$ cat config.mk
export PLATFORM = sky130hd
export DESIGN_NAME = rhg_top
export DESIGN_NICKNAME = d
export VERILOG_FILES = /design/src/rhg_pkg.sv /design/src/rhg_top.sv
export VERILOG_INCLUDE_DIRS = /design/src
export SDC_FILE = /design/constraint.sdc
export NUM_CORES = 1
export LEC_CHECK = 0
export BUFFER_PORTS_ARGS = -buffer_cell sky130_fd_sc_hd__buf_2
export CAP_MARGIN = 20
export CELL_PAD_IN_SITES_DETAIL_PLACEMENT = 1
export CELL_PAD_IN_SITES_GLOBAL_PLACEMENT = 1
export CORE_MARGIN = 3
export CORE_UTILIZATION = 40
export CTS_CLUSTER_SIZE = 28
export DETAILED_ROUTE_END_ITERATION = 8
export MAX_ROUTING_LAYER = met4
export PLACE_DENSITY_LB_ADDON = 0.15
export SLEW_MARGIN = 0
export SYNTH_ARGS = -nofsm -noshare
export SYNTH_HDL_FRONTEND = slang
export SYNTH_SLANG_ARGS = --single-unit
$ cat constraint.sdc
create_clock -name clock -period 8.9 [get_ports clock]
set_input_delay 2.67 -clock clock [delete_from_list [all_inputs] [get_ports clock]]
set_output_delay 2.67 -clock clock [all_outputs]
set_load 0.1 [all_outputs]
$ cat src/rhg_defs.svh
// Purpose: offsets, field positions, reset values and table codes for the receive global configuration block
// Assumes: 32-bit register words at byte offsets
// Notes:   included by rhg_pkg and the top module
`ifndef RHG_DEFS_SVH
`define RHG_DEFS_SVH
`define RHG_OFF_HDLC_CFG     12'h220
`define RHG_OFF_MAX_LEN      12'h224
`define RHG_OFF_DMA_CTRL     12'h280
`define RHG_CFG_LENGTH_CHECK_ENABLE_BIT   9
`define RHG_CFG_ORDER_BIT    8
`define RHG_CFG_RESV_MSB     2
`define RHG_CFG_RESET        32'h0000_0007
`define RHG_CFG_MASK         32'h0000_0307
`define RHG_MAX_RESET        32'h0000_FFFF
`define RHG_MAX_MASK         32'h0000_FFFF
`define RHG_CTL_RESET        32'h0000_001E
`define RHG_CTL_MASK         32'h0000_0FFF
`define RHG_CTL_ENABLE_BIT   0
`define RHG_CTL_LARGE_BUFFER_CACHE_ENABLE_BIT   1
`define RHG_CTL_SMALL_BUFFER_CACHE_ENABLE_BIT   2
`define RHG_CTL_RAW_LSB      3
`define RHG_CTL_RDY_LSB      5
`define RHG_CTL_LF_LSB       8
`define RHG_CTL_SF_LSB       10
`define RHG_CACHE_BURST      3'h6
`endif

$ cat src/rhg_pkg.sv
// Purpose: shared types for the receive global configuration block
// Assumes: constants come from rhg_defs.svh
// Notes:   none
`include "rhg_defs.svh"
package rhg_pkg;
  typedef struct packed {
    logic        valid;
    logic [31:0] data;
    logic        sop;
    logic        eop;
  } rhg_word_t;
  typedef struct packed {
    logic        req;
    logic        wr;
    logic [11:0] addr;
    logic [3:0]  be_n;
    logic [31:0] wdata;
  } rhg_reg_req_t;
  typedef enum logic [1:0] {RHG_IDLE, RHG_PASS, RHG_DROP} rhg_state_t;
endpackage : rhg_pkg

$ cat src/rhg_top.sv
// Purpose: global receive configuration registers and the logic they steer
// Assumes: register port and stream inputs synchronous to clock; 10 MHz
// Notes:   register reads return next cycle; bytes arrive lsb-first in rx word
//------------------------------------------------------------
// Functional notes
//------------------------------------------------------------
// Functional notes
// - writes update whole word; no enables no-op
// - clear order: first bit on byte lsb
// - set order: first bit on byte msb
// - length check aborts over-long packets, drops rest
// - check off never aborts; max all ones
// - whole packet counted, abort strictly longer
// - order and check shared by all channels
// - enable gates accepting and writing data
// - large cache fetches up to six
// - small cache fetches up to six
// - raw chain posted after count plus one
// - ready irq after 1,4,6,8,16,32 postings
// - large free irq after 1,4,8 reads
// - small free irq after 1,4,8 reads
`timescale 1ns/10ps
`include "rhg_defs.svh"
module rhg_top (
  input  wire logic                 clock,          // system clock
  input  wire logic                 resetn,         // async reset, low
  input  wire rhg_pkg::rhg_reg_req_t reg_req,       // register access
  output logic [31:0]               reg_rdata,      // read data
  input  wire rhg_pkg::rhg_word_t   rx_in,          // word from hdlc processor
  output logic                      rx_ready,       // engine accepts words
  output rhg_pkg::rhg_word_t        host_out,       // word toward host memory
  output logic                      pkt_abort,      // length abort pulse
  input  wire logic                 raw_buf_done,   // raw buffer filled
  output logic                      raw_chain_post, // raw chain to ready queue
  input  wire logic                 rdy_post,       // reference posted
  input  wire logic                 lf_read,        // large free block read
  input  wire logic                 sf_read,        // small free block read
  output logic [2:0]                lf_burst,       // large fetch size
  output logic [2:0]                sf_burst,       // small fetch size
  output logic                      ready_queue_irq,      // ready threshold met
  output logic                      large_free_queue_irq, // large threshold met
  output logic                      small_free_queue_irq  // small threshold met
);
  import rhg_pkg::*;

  function automatic logic [5:0] thr2(input logic [1:0] c);
    // reserved code acts as largest
    case (c)
      2'h0:    thr2 = 6'h01;
      2'h1:    thr2 = 6'h04;
      default: thr2 = 6'h08;
    endcase
  endfunction : thr2

  function automatic logic [31:0] order(input logic [31:0] w, input logic rev);
    order = w;
    for (int b = 0; b < 4; b++) begin
      for (int i = 0; i < 8; i++) begin
        if (rev) order[b*8+i] = w[b*8+7-i];
      end
    end
  endfunction : order

  //------------------------------------------------------------
  // registers
  //------------------------------------------------------------
  logic [31:0] cfg_r, cfg_nxt, max_r, max_nxt, ctl_r, ctl_nxt, rd_nxt;
  logic        wr_go;
  always_comb begin
    cfg_nxt = cfg_r;
    max_nxt = max_r;
    ctl_nxt = ctl_r;
    rd_nxt  = 32'h0000_0000;
    wr_go   = reg_req.req && reg_req.wr && (reg_req.be_n != 4'hF);
    if (reg_req.addr == `RHG_OFF_HDLC_CFG) begin
      if (wr_go) cfg_nxt = reg_req.wdata & `RHG_CFG_MASK;
      rd_nxt = cfg_r;
    end else if (reg_req.addr == `RHG_OFF_MAX_LEN) begin
      if (wr_go) max_nxt = reg_req.wdata & `RHG_MAX_MASK;
      rd_nxt = max_r;
    end else if (reg_req.addr == `RHG_OFF_DMA_CTRL) begin
      if (wr_go) ctl_nxt = reg_req.wdata & `RHG_CTL_MASK;
      rd_nxt = ctl_r;
    end
    if (!(reg_req.req && !reg_req.wr && reg_req.be_n != 4'hF)) rd_nxt = 32'h0000_0000;
  end
  always_ff @(posedge clock or negedge resetn) begin
    if (!resetn) begin
      cfg_r     <= `RHG_CFG_RESET;
      max_r     <= `RHG_MAX_RESET;
      ctl_r     <= `RHG_CTL_RESET;
      reg_rdata <= 32'h0000_0000;
    end else begin
      cfg_r     <= cfg_nxt;
      max_r     <= max_nxt;
      ctl_r     <= ctl_nxt;
      reg_rdata <= rd_nxt;
    end
  end

  logic       en, lchk, rev;
  logic [1:0] raw_max;
  assign en      = ctl_r[`RHG_CTL_ENABLE_BIT];
  assign lchk    = cfg_r[`RHG_CFG_LENGTH_CHECK_ENABLE_BIT];
  assign rev     = cfg_r[`RHG_CFG_ORDER_BIT];
  assign raw_max = ctl_r[`RHG_CTL_RAW_LSB +: 2];

  //------------------------------------------------------------
  // data path, one setting for every channel
  //------------------------------------------------------------
  rhg_state_t st_r, st_nxt;
  logic [16:0] len_r, len_nxt, len_inc;
  rhg_word_t   out_nxt;
  logic        abort_nxt;
  always_comb begin
    st_nxt    = st_r;
    len_nxt   = len_r;
    out_nxt   = '0;
    abort_nxt = 1'b0;
    len_inc   = (rx_in.sop ? 17'h0 : len_r) + 17'h4;
    if (en && rx_in.valid) begin
      case (st_r)
        RHG_IDLE, RHG_PASS: begin
          if (lchk && len_inc > {1'b0, max_r[15:0]}) begin
            abort_nxt = 1'b1;
            st_nxt    = rx_in.eop ? RHG_IDLE : RHG_DROP;
            len_nxt   = 17'h0;
          end else begin
            out_nxt       = rx_in;
            out_nxt.data  = order(rx_in.data, rev);
            len_nxt       = rx_in.eop ? 17'h0 : len_inc;
            st_nxt        = rx_in.eop ? RHG_IDLE : RHG_PASS;
          end
        end
        RHG_DROP: begin
          if (rx_in.eop) st_nxt = RHG_IDLE;
        end
        default: st_nxt = RHG_IDLE;
      endcase
    end
  end
  always_ff @(posedge clock or negedge resetn) begin
    if (!resetn) begin
      st_r      <= RHG_IDLE;
      len_r     <= 17'h0;
      host_out  <= '0;
      pkt_abort <= 1'b0;
      rx_ready  <= 1'b0;
    end else begin
      st_r      <= st_nxt;
      len_r     <= len_nxt;
      host_out  <= out_nxt;
      pkt_abort <= abort_nxt;
      rx_ready  <= ctl_nxt[`RHG_CTL_ENABLE_BIT];
    end
  end

  //------------------------------------------------------------
  // queue counters and thresholds
  //------------------------------------------------------------
  logic [5:0] rdy_r, rdy_nxt, lf_r, lf_nxt, sf_r, sf_nxt, rdy_thr;
  logic [1:0] raw_r, raw_nxt;
  logic       rdy_hit, lf_hit, sf_hit, raw_hit;
  always_comb begin
    case (ctl_r[`RHG_CTL_RDY_LSB +: 3])
      3'h0:    rdy_thr = 6'h01;
      3'h1:    rdy_thr = 6'h04;
      3'h2:    rdy_thr = 6'h06;
      3'h3:    rdy_thr = 6'h08;
      3'h4:    rdy_thr = 6'h10;
      default: rdy_thr = 6'h20;
    endcase
    rdy_hit = en && rdy_post && (rdy_r + 6'h1 >= rdy_thr);
    lf_hit  = en && lf_read && (lf_r + 6'h1 >= thr2(ctl_r[`RHG_CTL_LF_LSB +: 2]));
    sf_hit  = en && sf_read && (sf_r + 6'h1 >= thr2(ctl_r[`RHG_CTL_SF_LSB +: 2]));
    raw_hit = en && raw_buf_done && (raw_r >= raw_max);
    rdy_nxt = rdy_hit ? 6'h0 : rdy_r + {5'h0, en && rdy_post};
    lf_nxt  = lf_hit ? 6'h0 : lf_r + {5'h0, en && lf_read};
    sf_nxt  = sf_hit ? 6'h0 : sf_r + {5'h0, en && sf_read};
    raw_nxt = raw_hit ? 2'h0 : raw_r + {1'b0, en && raw_buf_done};
  end
  always_ff @(posedge clock or negedge resetn) begin
    if (!resetn) begin
      rdy_r <= 6'h0;
      lf_r  <= 6'h0;
      sf_r  <= 6'h0;
      raw_r <= 2'h0;
      ready_queue_irq      <= 1'b0;
      large_free_queue_irq <= 1'b0;
      small_free_queue_irq <= 1'b0;
      raw_chain_post       <= 1'b0;
      // both cache bits reset set, so bursts start at six
      lf_burst <= `RHG_CACHE_BURST;
      sf_burst <= `RHG_CACHE_BURST;
    end else begin
      rdy_r <= rdy_nxt;
      lf_r  <= lf_nxt;
      sf_r  <= sf_nxt;
      raw_r <= raw_nxt;
      ready_queue_irq      <= rdy_hit;
      large_free_queue_irq <= lf_hit;
      small_free_queue_irq <= sf_hit;
      raw_chain_post       <= raw_hit;
      lf_burst <= ctl_nxt[`RHG_CTL_LARGE_BUFFER_CACHE_ENABLE_BIT] ? `RHG_CACHE_BURST : 3'h1;
      sf_burst <= ctl_nxt[`RHG_CTL_SMALL_BUFFER_CACHE_ENABLE_BIT] ? `RHG_CACHE_BURST : 3'h1;
    end
  end
endmodule : rhg_top

==> run_summary.xml, run 1 <==
<?xml version="1.0" encoding="UTF-8"?>
<metrics>
  <group name="job">
    <metric name="max-cap-violations" unit="">0</metric>
  </group>
  <group name="placed_design">
    <metric name="placed_cell_area" unit="um^2">7330</metric>
    <metric name="gp_congestion" unit="">0.804</metric>
    <metric name="buffer_ports.inserted" unit="">137</metric>
    <metric name="detailedPlacementHpwl" unit="um">12300</metric>
  </group>
  <group name="floorplanning">
    <metric name="pin_count" unit="">170</metric>
    <metric name="die-width" unit="um">134</metric>
    <metric name="rows" unit="">46</metric>
    <metric name="die_area" unit="um^2">17900</metric>
    <metric name="die_h" unit="um">134</metric>
    <metric name="initial_utilization" unit="">0.410</metric>
    <metric name="floorplan.core_area" unit="um^2">15900</metric>
  </group>
  <group name="routing">
    <metric name="vias" unit="">5012</metric>
    <metric name="drt_iter0_markers" unit="">216</metric>
    <metric name="routed_wire_length_per_instance" unit="um">17.3</metric>
    <metric name="post-route-drc-count" unit="">0</metric>
    <metric name="postRouteAntennaNets" unit="">0</metric>
    <metric name="detail_route.vias_per_cell" unit="">5.11</metric>
    <metric name="drtPass1Iterations" unit="">5</metric>
    <metric name="wirelength" unit="um">16900</metric>
  </group>
  <group name="timing">
    <metric name="report.final.setup_viol" unit="">0</metric>
    <metric name="minimum_clock_period" unit="ns">6.38</metric>
    <metric name="max_clock_freq" unit="GHz">0.157</metric>
    <metric name="grt_setup_unrepaired" unit="">false</metric>
    <metric name="min_period_over_period" unit="">0.717</metric>
    <metric name="report.final.slew_viol_count" unit="">0</metric>
    <metric name="timing_worst_slew_pin_value" unit="ns">1.14</metric>
    <metric name="finalHoldViolations" unit="">0</metric>
    <metric name="clock-skew-final" unit="ns">0.00893</metric>
    <metric name="timing.max_slew.rel_slack" unit="">0.240</metric>
    <metric name="tns" unit="ns">0</metric>
  </group>
  <group name="synthesis">
    <metric name="synth_seq_cells" unit="">130</metric>
    <metric name="mappedNetlistArea" unit="um^2">6530</metric>
    <metric name="ys_async_sr_fraction" unit="">1.00</metric>
    <metric name="synth_warnings" unit="">0</metric>
    <metric name="seq_area_frac_synth" unit="">0.502</metric>
    <metric name="syn_inst" unit="">618</metric>
    <metric name="synth.avg_cell_area" unit="um^2">10.6</metric>
    <metric name="synth-main-ff-cell" unit="">sky130_fd_sc_hd__dfrtp_1</metric>
    <metric name="number_of_flops_mapped_to_enable_cells_by_yosys" unit="">0</metric>
    <metric name="yosysUniqueCellTypes" unit="">46</metric>
  </group>
  <group name="grt">
    <metric name="grt_remaining_overflow" unit="">0</metric>
    <metric name="first_pass_grt_wire_length" unit="um">27600</metric>
    <metric name="number_of_antenna_violations_at_the_first_check_in_global_routing" unit="">0</metric>
    <metric name="largest_net_degree_at_the_start_of_global_routing" unit="">67</metric>
    <metric name="first_global_vias" unit="">5601</metric>
    <metric name="global_route.usage.total" unit="">0.201</metric>
  </group>
  <group name="layout">
    <metric name="layout-drive-gt1-share" unit="">0.289</metric>
    <metric name="area_delta_synth_final" unit="%">20.9</metric>
    <metric name="most_frequent_cells_in_the_layout" unit="">sky130_fd_sc_hd__buf_2, sky130_fd_sc_hd__dfrtp_1, sky130_fd_sc_hd__nor2_1</metric>
    <metric name="antenna_cells" unit="">0</metric>
    <metric name="mostFrequentLayoutCell" unit="">sky130_fd_sc_hd__buf_2</metric>
    <metric name="final_cell_area" unit="um^2">7900</metric>
    <metric name="nets" unit="">883</metric>
  </group>
  <group name="cts">
    <metric name="clock_pin_slew_worst_setup_and_hold_paths" unit="ns">0.06</metric>
    <metric name="cts.sink_count" unit="">130</metric>
    <metric name="numCtsBuffers" unit="">17</metric>
    <metric name="cts_hold_buf" unit="">0</metric>
    <metric name="clkLatencyLatePin" unit="ns">0.42</metric>
    <metric name="ctsRootBufferMaster" unit="">sky130_fd_sc_hd__clkbuf_16</metric>
    <metric name="tritoncts" unit="">yes</metric>
    <metric name="post_cts_setup_driven_buffer_insertion_count" unit="">0</metric>
    <metric name="cts.path.max_buffers" unit="">2</metric>
    <metric name="cts.repair.resized" unit="">0</metric>
    <metric name="htree_num_levels" unit="">4</metric>
  </group>
  <group name="power_and_ir_drop">
    <metric name="power_switching_share" unit="">0.246</metric>
    <metric name="power.static_leakage" unit="uW">0.00413</metric>
    <metric name="internal_dissipation" unit="uW">1010</metric>
    <metric name="pwr-share-seq" unit="">0.443</metric>
    <metric name="ir_drop" unit="uV">158</metric>
    <metric name="pwr-share-clk" unit="">0.498</metric>
    <metric name="pwr-share-comb" unit="">0.058</metric>
    <metric name="powerDensity" unit="nW/um^2">170</metric>
    <metric name="power.net_switching" unit="uW">329</metric>
  </group>
  <group name="critical_path">
    <metric name="crit_path_start" unit="">rx_in[1]</metric>
    <metric name="worst-setup-path-type" unit="">in2reg</metric>
    <metric name="cp-start-kind" unit="">input port</metric>
    <metric name="worst-endpoint-arrival" unit="ns">6.64</metric>
    <metric name="reg2reg_from" unit="">len_r[4]</metric>
    <metric name="crit_required" unit="ns">9.15</metric>
    <metric name="timing.critical_path.fanout_max" unit="">35</metric>
    <metric name="worstSetupEndpointType" unit="">flip-flop</metric>
  </group>
  <group name="min_path">
    <metric name="hp-start" unit="">st_r[0]</metric>
    <metric name="hold_path.class" unit="">reg2reg</metric>
  </group>
  <group name="run_status">
    <metric name="run_status" unit="">complete, no violations</metric>
  </group>
</metrics>
==> per-layer routing <==
layer  GRT usage  vias up  part of all wire
met4      0.0486        0             0.012
met1       0.231     2491              0.42
met2       0.348      145              0.51
met3      0.0589       17             0.061
met5           -        -                 0
li1            -     2359                 -
==> power groups by stage <==
stage          logic, uW  registers (uW)  clock network (uW)
6_report            78.3             595                 669
4_1_cts             79.7             595                 685
2_1_floorplan       46.9             606                   0
5_1_grt             85.5             594                 718
3_3_place_gp        76.9             605                   0
3_5_place_dp        79.3             605                   0
==> worst paths after layout <==
path / end / slack, ns / depth (start not counted)
worst max-delay path: host_out[11] / 2.52 / 15
worst min-delay path: st_r[0] / 0.49 / 2
worst max register to register: host_out[11] / 4.85 / 11
worst min register to register: st_r[0] / 0.49 / 2
max in group asynchronous: cfg_r[8] / 5.16 / 2
min in group asynchronous: sf_r[2] / 2.37 / 1
==> critical path, stage by stage <==
cell and delay, ns:
sky130_fd_sc_hd__buf_2 0.20, sky130_fd_sc_hd__inv_1 0.28, sky130_fd_sc_hd__nand2_1 0.15, sky130_fd_sc_hd__inv_1 0.12, sky130_fd_sc_hd__ha_1 0.25, sky130_fd_sc_hd__nand4_1 0.27, sky130_fd_sc_hd__nor3_1 0.29, sky130_fd_sc_hd__xnor2_1 0.15
sky130_fd_sc_hd__nor2_1 0.09, sky130_fd_sc_hd__ha_1 0.31, sky130_fd_sc_hd__nand3_1 0.12, sky130_fd_sc_hd__or4_1 0.55, sky130_fd_sc_hd__nand3_2 0.16, sky130_fd_sc_hd__a21o_1 0.87, sky130_fd_sc_hd__nor2_1 0.14
==> metrics by stage <==
stage / cells / power [uW] / utilization / hold slack [ns] / setup slack (ns)
finish: 980 / 1340 / 0.495 / 0.486 / 2.52
global route: 980 / 1400 / 0.495 / 0.527 / 2.20
CTS: 980 / 1360 / 0.495 / 0.490 / 2.48
detailed placement: 948 / 684 / 0.460 / 0.474 / 2.02
global placement: 948 / 682 / 0.460 / 0.464 / 2.12
floorplan: 633 / 652 / - / 0.447 / 3.48
==> cell type report <==
type / count / area (um^2)
Clock buffer: 21 / 460
Clock inverter: 11 / 104
Fill cell: 1822 / 8050
Inverter: 30 / 113
Multi-Input combinational cell: 428 / 2930
Sequential cell: 130 / 3280
Tap cell: 216 / 270
Timing Repair Buffer: 144 / 741
==> logic make-up after synthesis <==
kind of cell	after synthesis	synth area share
xor gates and xnor gates	33	0.0442
DFF	130	0.502
and+or+nand+nor	201	0.143
buffers and inverters	75	0.0603
other	1	0.000574
adders and majority gates	41	0.0785
AOI/OAI and AO/OA	87	0.0910
muxes	50	0.0797
==> registers in the layout, summed over array words and instances (netlist names) <==
signal,flops
raw_chain_post,1
cfg_r,5
rdy_r,6
sf_r,6
lf_burst,2
host_out,35
pkt_abort,1
large_free_queue_irq,1
len_r,17
ctl_r,10
st_r,2
ready_queue_irq,1
raw_r,2
max_r,16
small_free_queue_irq,1
reg_rdata,16
sf_burst,2
lf_r,6
==> synthesized netlist by cell type (all sizes together) (2+ instances only) <==
library cell | number | area [um^2]
a21boi | 5 | 37.5
a21o | 9 | 67.6
a21oi | 12 | 60.1
a222oi | 5 | 50.1
a22o | 13 | 114
a22oi | 7 | 52.6
and2 | 4 | 25.0
and3 | 7 | 43.8
buf | 27 | 214
clkbuf | 18 | 67.6
dfrtp | 107 | 2680
dfstp | 23 | 604
ha | 41 | 513
inv | 30 | 113
mux2 | 16 | 180
mux2i | 34 | 340
nand2 | 34 | 128
nand2b | 4 | 25.0
nand3 | 24 | 125
nand3b | 3 | 22.5
nand4 | 6 | 37.5
nor2 | 85 | 319
nor2b | 12 | 75.1
nor3 | 7 | 35.0
nor4 | 4 | 25.0
o211a | 2 | 20.0
o21ai | 28 | 144
or2 | 2 | 12.5
or3 | 6 | 37.5
xnor2 | 18 | 158
xor2 | 15 | 131
(Power assumes the default switching activity.)
==> inputs of run 2 (changes only) <==
Settings changed: CORE_UTILIZATION 40 to 37.
Clock period 8.9 ns to 5.5 ns, I/O delays scaled along.
==> run 2 against run 1 <==
Against the previous run:
- non-clock buffer count up 8
- count of clock-buffer cells in the layout down 4
- critical endpoint is now len_r[11]
- sequential cell count unchanged
- die area up 7.7%
- core utilization down 1.9 points
==> run_summary.xml, run 2 (synthesis results as in run 1) <==
<?xml version="1.0" encoding="UTF-8"?>
<metrics>
  <group name="layout">
    <metric name="most_frequent_cells_in_the_layout" unit="">sky130_fd_sc_hd__buf_2, sky130_fd_sc_hd__dfrtp_1, sky130_fd_sc_hd__nor2_1</metric>
    <metric name="top_register" unit="">host_out</metric>
    <metric name="final_cell_area" unit="um^2">8070</metric>
    <metric name="layout.area.seq" unit="um^2">3280</metric>
    <metric name="n_fill_cell" unit="">1944</metric>
    <metric name="layout-drive-gt1-share" unit="">0.299</metric>
    <metric name="largest_reg_flops" unit="">35</metric>
    <metric name="final-instance-count-excl-fill" unit="">993</metric>
    <metric name="mostFrequentLayoutCell" unit="">sky130_fd_sc_hd__buf_2</metric>
    <metric name="combined_area_of_the_multi_input_logic_cells" unit="um^2">2930</metric>
    <metric name="layout.core_utilization" unit="">0.477</metric>
    <metric name="area_delta_synth_final" unit="%">23.5</metric>
    <metric name="largestRegisters" unit="">host_out x35, len_r x17</metric>
    <metric name="nets" unit="">891</metric>
  </group>
  <group name="placed_design">
    <metric name="place.detailed.instances" unit="">959</metric>
    <metric name="placed_cell_area" unit="um^2">7410</metric>
    <metric name="gp_congestion" unit="">0.800</metric>
    <metric name="buffer_ports.inserted" unit="">137</metric>
    <metric name="detailedPlacementHpwl" unit="um">12600</metric>
  </group>
  <group name="critical_path">
    <metric name="path_delay_family" unit="">compound AO/OA/AOI/OAI gates</metric>
    <metric name="critical_path.max_stage_delay" unit="ns">0.86</metric>
    <metric name="crit_chain" unit="">buf_2, inv_1, nand2_1, inv_1, ha_1, nand3_1, xor2_1, nor2_1, ha_1, a21o_1, a21o_1, a2111oi_0, buf_4, or4_1, nand3_2, a21oi_1, a22o_1</metric>
    <metric name="worstSetupEndpointType" unit="">flip-flop</metric>
    <metric name="worst-setup-path-type" unit="">in2reg</metric>
    <metric name="crit_required" unit="ns">5.85</metric>
    <metric name="worst-endpoint-arrival" unit="ns">5.26</metric>
    <metric name="setup.reg_to_reg.worst_slack" unit="ns">1.58</metric>
    <metric name="timing.critical_path.fanout_max" unit="">12</metric>
    <metric name="cp-start-kind" unit="">input port</metric>
    <metric name="worst_path_max_delay_cell" unit="">sky130_fd_sc_hd__a21oi_1</metric>
    <metric name="critical_path_buf_inv_count" unit="">4</metric>
  </group>
  <group name="power_and_ir_drop">
    <metric name="power.net_switching" unit="uW">557</metric>
    <metric name="power_switching_share" unit="">0.241</metric>
    <metric name="ir_drop" unit="uV">207</metric>
    <metric name="power.static_leakage" unit="uW">0.00421</metric>
    <metric name="internal_dissipation" unit="uW">1760</metric>
    <metric name="pwr-share-seq" unit="">0.416</metric>
    <metric name="powerDensity" unit="nW/um^2">287</metric>
    <metric name="pwr-share-clk" unit="">0.528</metric>
    <metric name="pwr-share-comb" unit="">0.056</metric>
  </group>
  <group name="timing">
    <metric name="tns" unit="ns">0</metric>
    <metric name="min_period_over_period" unit="">0.892</metric>
    <metric name="timing.max_slew.rel_slack" unit="">0.279</metric>
    <metric name="clock-skew-final" unit="ns">0.00702</metric>
    <metric name="report.final.slew_viol_count" unit="">0</metric>
    <metric name="minimum_clock_period" unit="ns">4.91</metric>
    <metric name="max_clock_freq" unit="GHz">0.204</metric>
    <metric name="finalHoldViolations" unit="">0</metric>
    <metric name="holdWs" unit="ns">0.506</metric>
    <metric name="timing_worst_slew_pin_value" unit="ns">1.08</metric>
    <metric name="grt_setup_unrepaired" unit="">false</metric>
    <metric name="report.final.setup_viol" unit="">0</metric>
  </group>
  <group name="grt">
    <metric name="number_of_antenna_violations_at_the_first_check_in_global_routing" unit="">1</metric>
    <metric name="global_route.usage.total" unit="">0.190</metric>
    <metric name="grt_remaining_overflow" unit="">0</metric>
    <metric name="first_pass_grt_wire_length" unit="um">28400</metric>
    <metric name="first_global_vias" unit="">5479</metric>
    <metric name="largest_net_degree_at_the_start_of_global_routing" unit="">109</metric>
  </group>
  <group name="routing">
    <metric name="detail_route.vias_per_cell" unit="">5.08</metric>
    <metric name="wirelength" unit="um">17200</metric>
    <metric name="routed_wire_length_per_instance" unit="um">17.4</metric>
    <metric name="postRouteAntennaNets" unit="">0</metric>
    <metric name="drtPass1Iterations" unit="">4</metric>
    <metric name="vias" unit="">5046</metric>
    <metric name="drt_iter0_markers" unit="">187</metric>
    <metric name="post-route-drc-count" unit="">0</metric>
  </group>
  <group name="cts">
    <metric name="clkLatencyLatePin" unit="ns">0.42</metric>
    <metric name="clock_pin_slew_worst_setup_and_hold_paths" unit="ns">0.06</metric>
    <metric name="htree_num_levels" unit="">4</metric>
    <metric name="ctsRootBufferMaster" unit="">sky130_fd_sc_hd__clkbuf_16</metric>
    <metric name="cts.path.max_buffers" unit="">2</metric>
    <metric name="tritoncts" unit="">yes</metric>
    <metric name="cts.sink_count" unit="">130</metric>
    <metric name="cts.repair.resized" unit="">0</metric>
    <metric name="numCtsBuffers" unit="">17</metric>
    <metric name="post_cts_setup_driven_buffer_insertion_count" unit="">0</metric>
    <metric name="cts_hold_buf" unit="">0</metric>
  </group>
  <group name="floorplanning">
    <metric name="die_h" unit="um">139</metric>
    <metric name="die_area" unit="um^2">19300</metric>
    <metric name="floorplan.core_area" unit="um^2">16900</metric>
    <metric name="pin_count" unit="">170</metric>
    <metric name="rows" unit="">47</metric>
    <metric name="die-width" unit="um">139</metric>
    <metric name="initial_utilization" unit="">0.386</metric>
  </group>
  <group name="min_path">
    <metric name="hold_path.class" unit="">reg2reg</metric>
  </group>
  <group name="job">
    <metric name="max-cap-violations" unit="">0</metric>
  </group>
  <group name="run_status">
    <metric name="run_status" unit="">complete, no violations</metric>
  </group>
</metrics>
[run 2: cell types whose count changed in the layout (fill, tap and decap cells not counted), moves of 2 or more]
cell and delta:
sky130_fd_sc_hd__bufinv_16 +3, sky130_fd_sc_hd__clkbuf_8 -2, sky130_fd_sc_hd__buf_4 +5, sky130_fd_sc_hd__clkinv_4 +3
sky130_fd_sc_hd__clkbuf_1 -2, sky130_fd_sc_hd__inv_6 -2
[run 2: final timing paths]
check,end,cells after the start,start
max in group asynchronous,max_r[9],3,resetn
hold / removal,st_r[0],2,st_r[0]
setup reg to reg,len_r[11],13,len_r[4]
setup / recovery,len_r[11],17,rx_in[1]
min in group asynchronous,small_free_queue_irq,1,resetn
hold reg to reg,st_r[0],2,st_r[0]
[run 2: layer usage]
layer  GRT usage  share of wire
met5           -              0
met4      0.0633          0.014
met3      0.0497          0.063
met2       0.300           0.47
met1       0.238           0.45
[run 2: through the flow]
stage	worst slack, ns	total power [uW]
3_3_place_gp	0.255	1100
3_5_place_dp	0.199	1110
4_1_cts	0.619	2340
6_report	0.594	2310
2_1_floorplan	1.10	1060
5_1_grt	0.330	2400
[run 2: layout make-up]
type	count	area share
Sequential cell	130	0.407
Multi-Input combinational cell	428	0.362
Timing Repair Buffer	152	0.104
Clock buffer	17	0.0527
Tap cell	220	0.0341
Clock inverter	15	0.0259
Inverter	30	0.0140
Antenna cell	1	0.000310
[run 2: power by group through the flow]
| stage | clock [uW] | combinational (uW) | sequential [uW] |
|---|---|---|---|
| floorplan | 0 | 75.8 | 980 |
| global placement | 0 | 126 | 979 |
| detailed placement | 0 | 129 | 979 |
| CTS | 1250 | 130 | 962 |
| global route | 1300 | 142 | 962 |
| finish | 1220 | 130 | 962 |
[run 2: tightest hold or removal path, cell delays in order (launching register included)]
cell,delay (ns)
sky130_fd_sc_hd__dfrtp_1,0.35
sky130_fd_sc_hd__nand2_1,0.06
sky130_fd_sc_hd__nand2_1,0.07
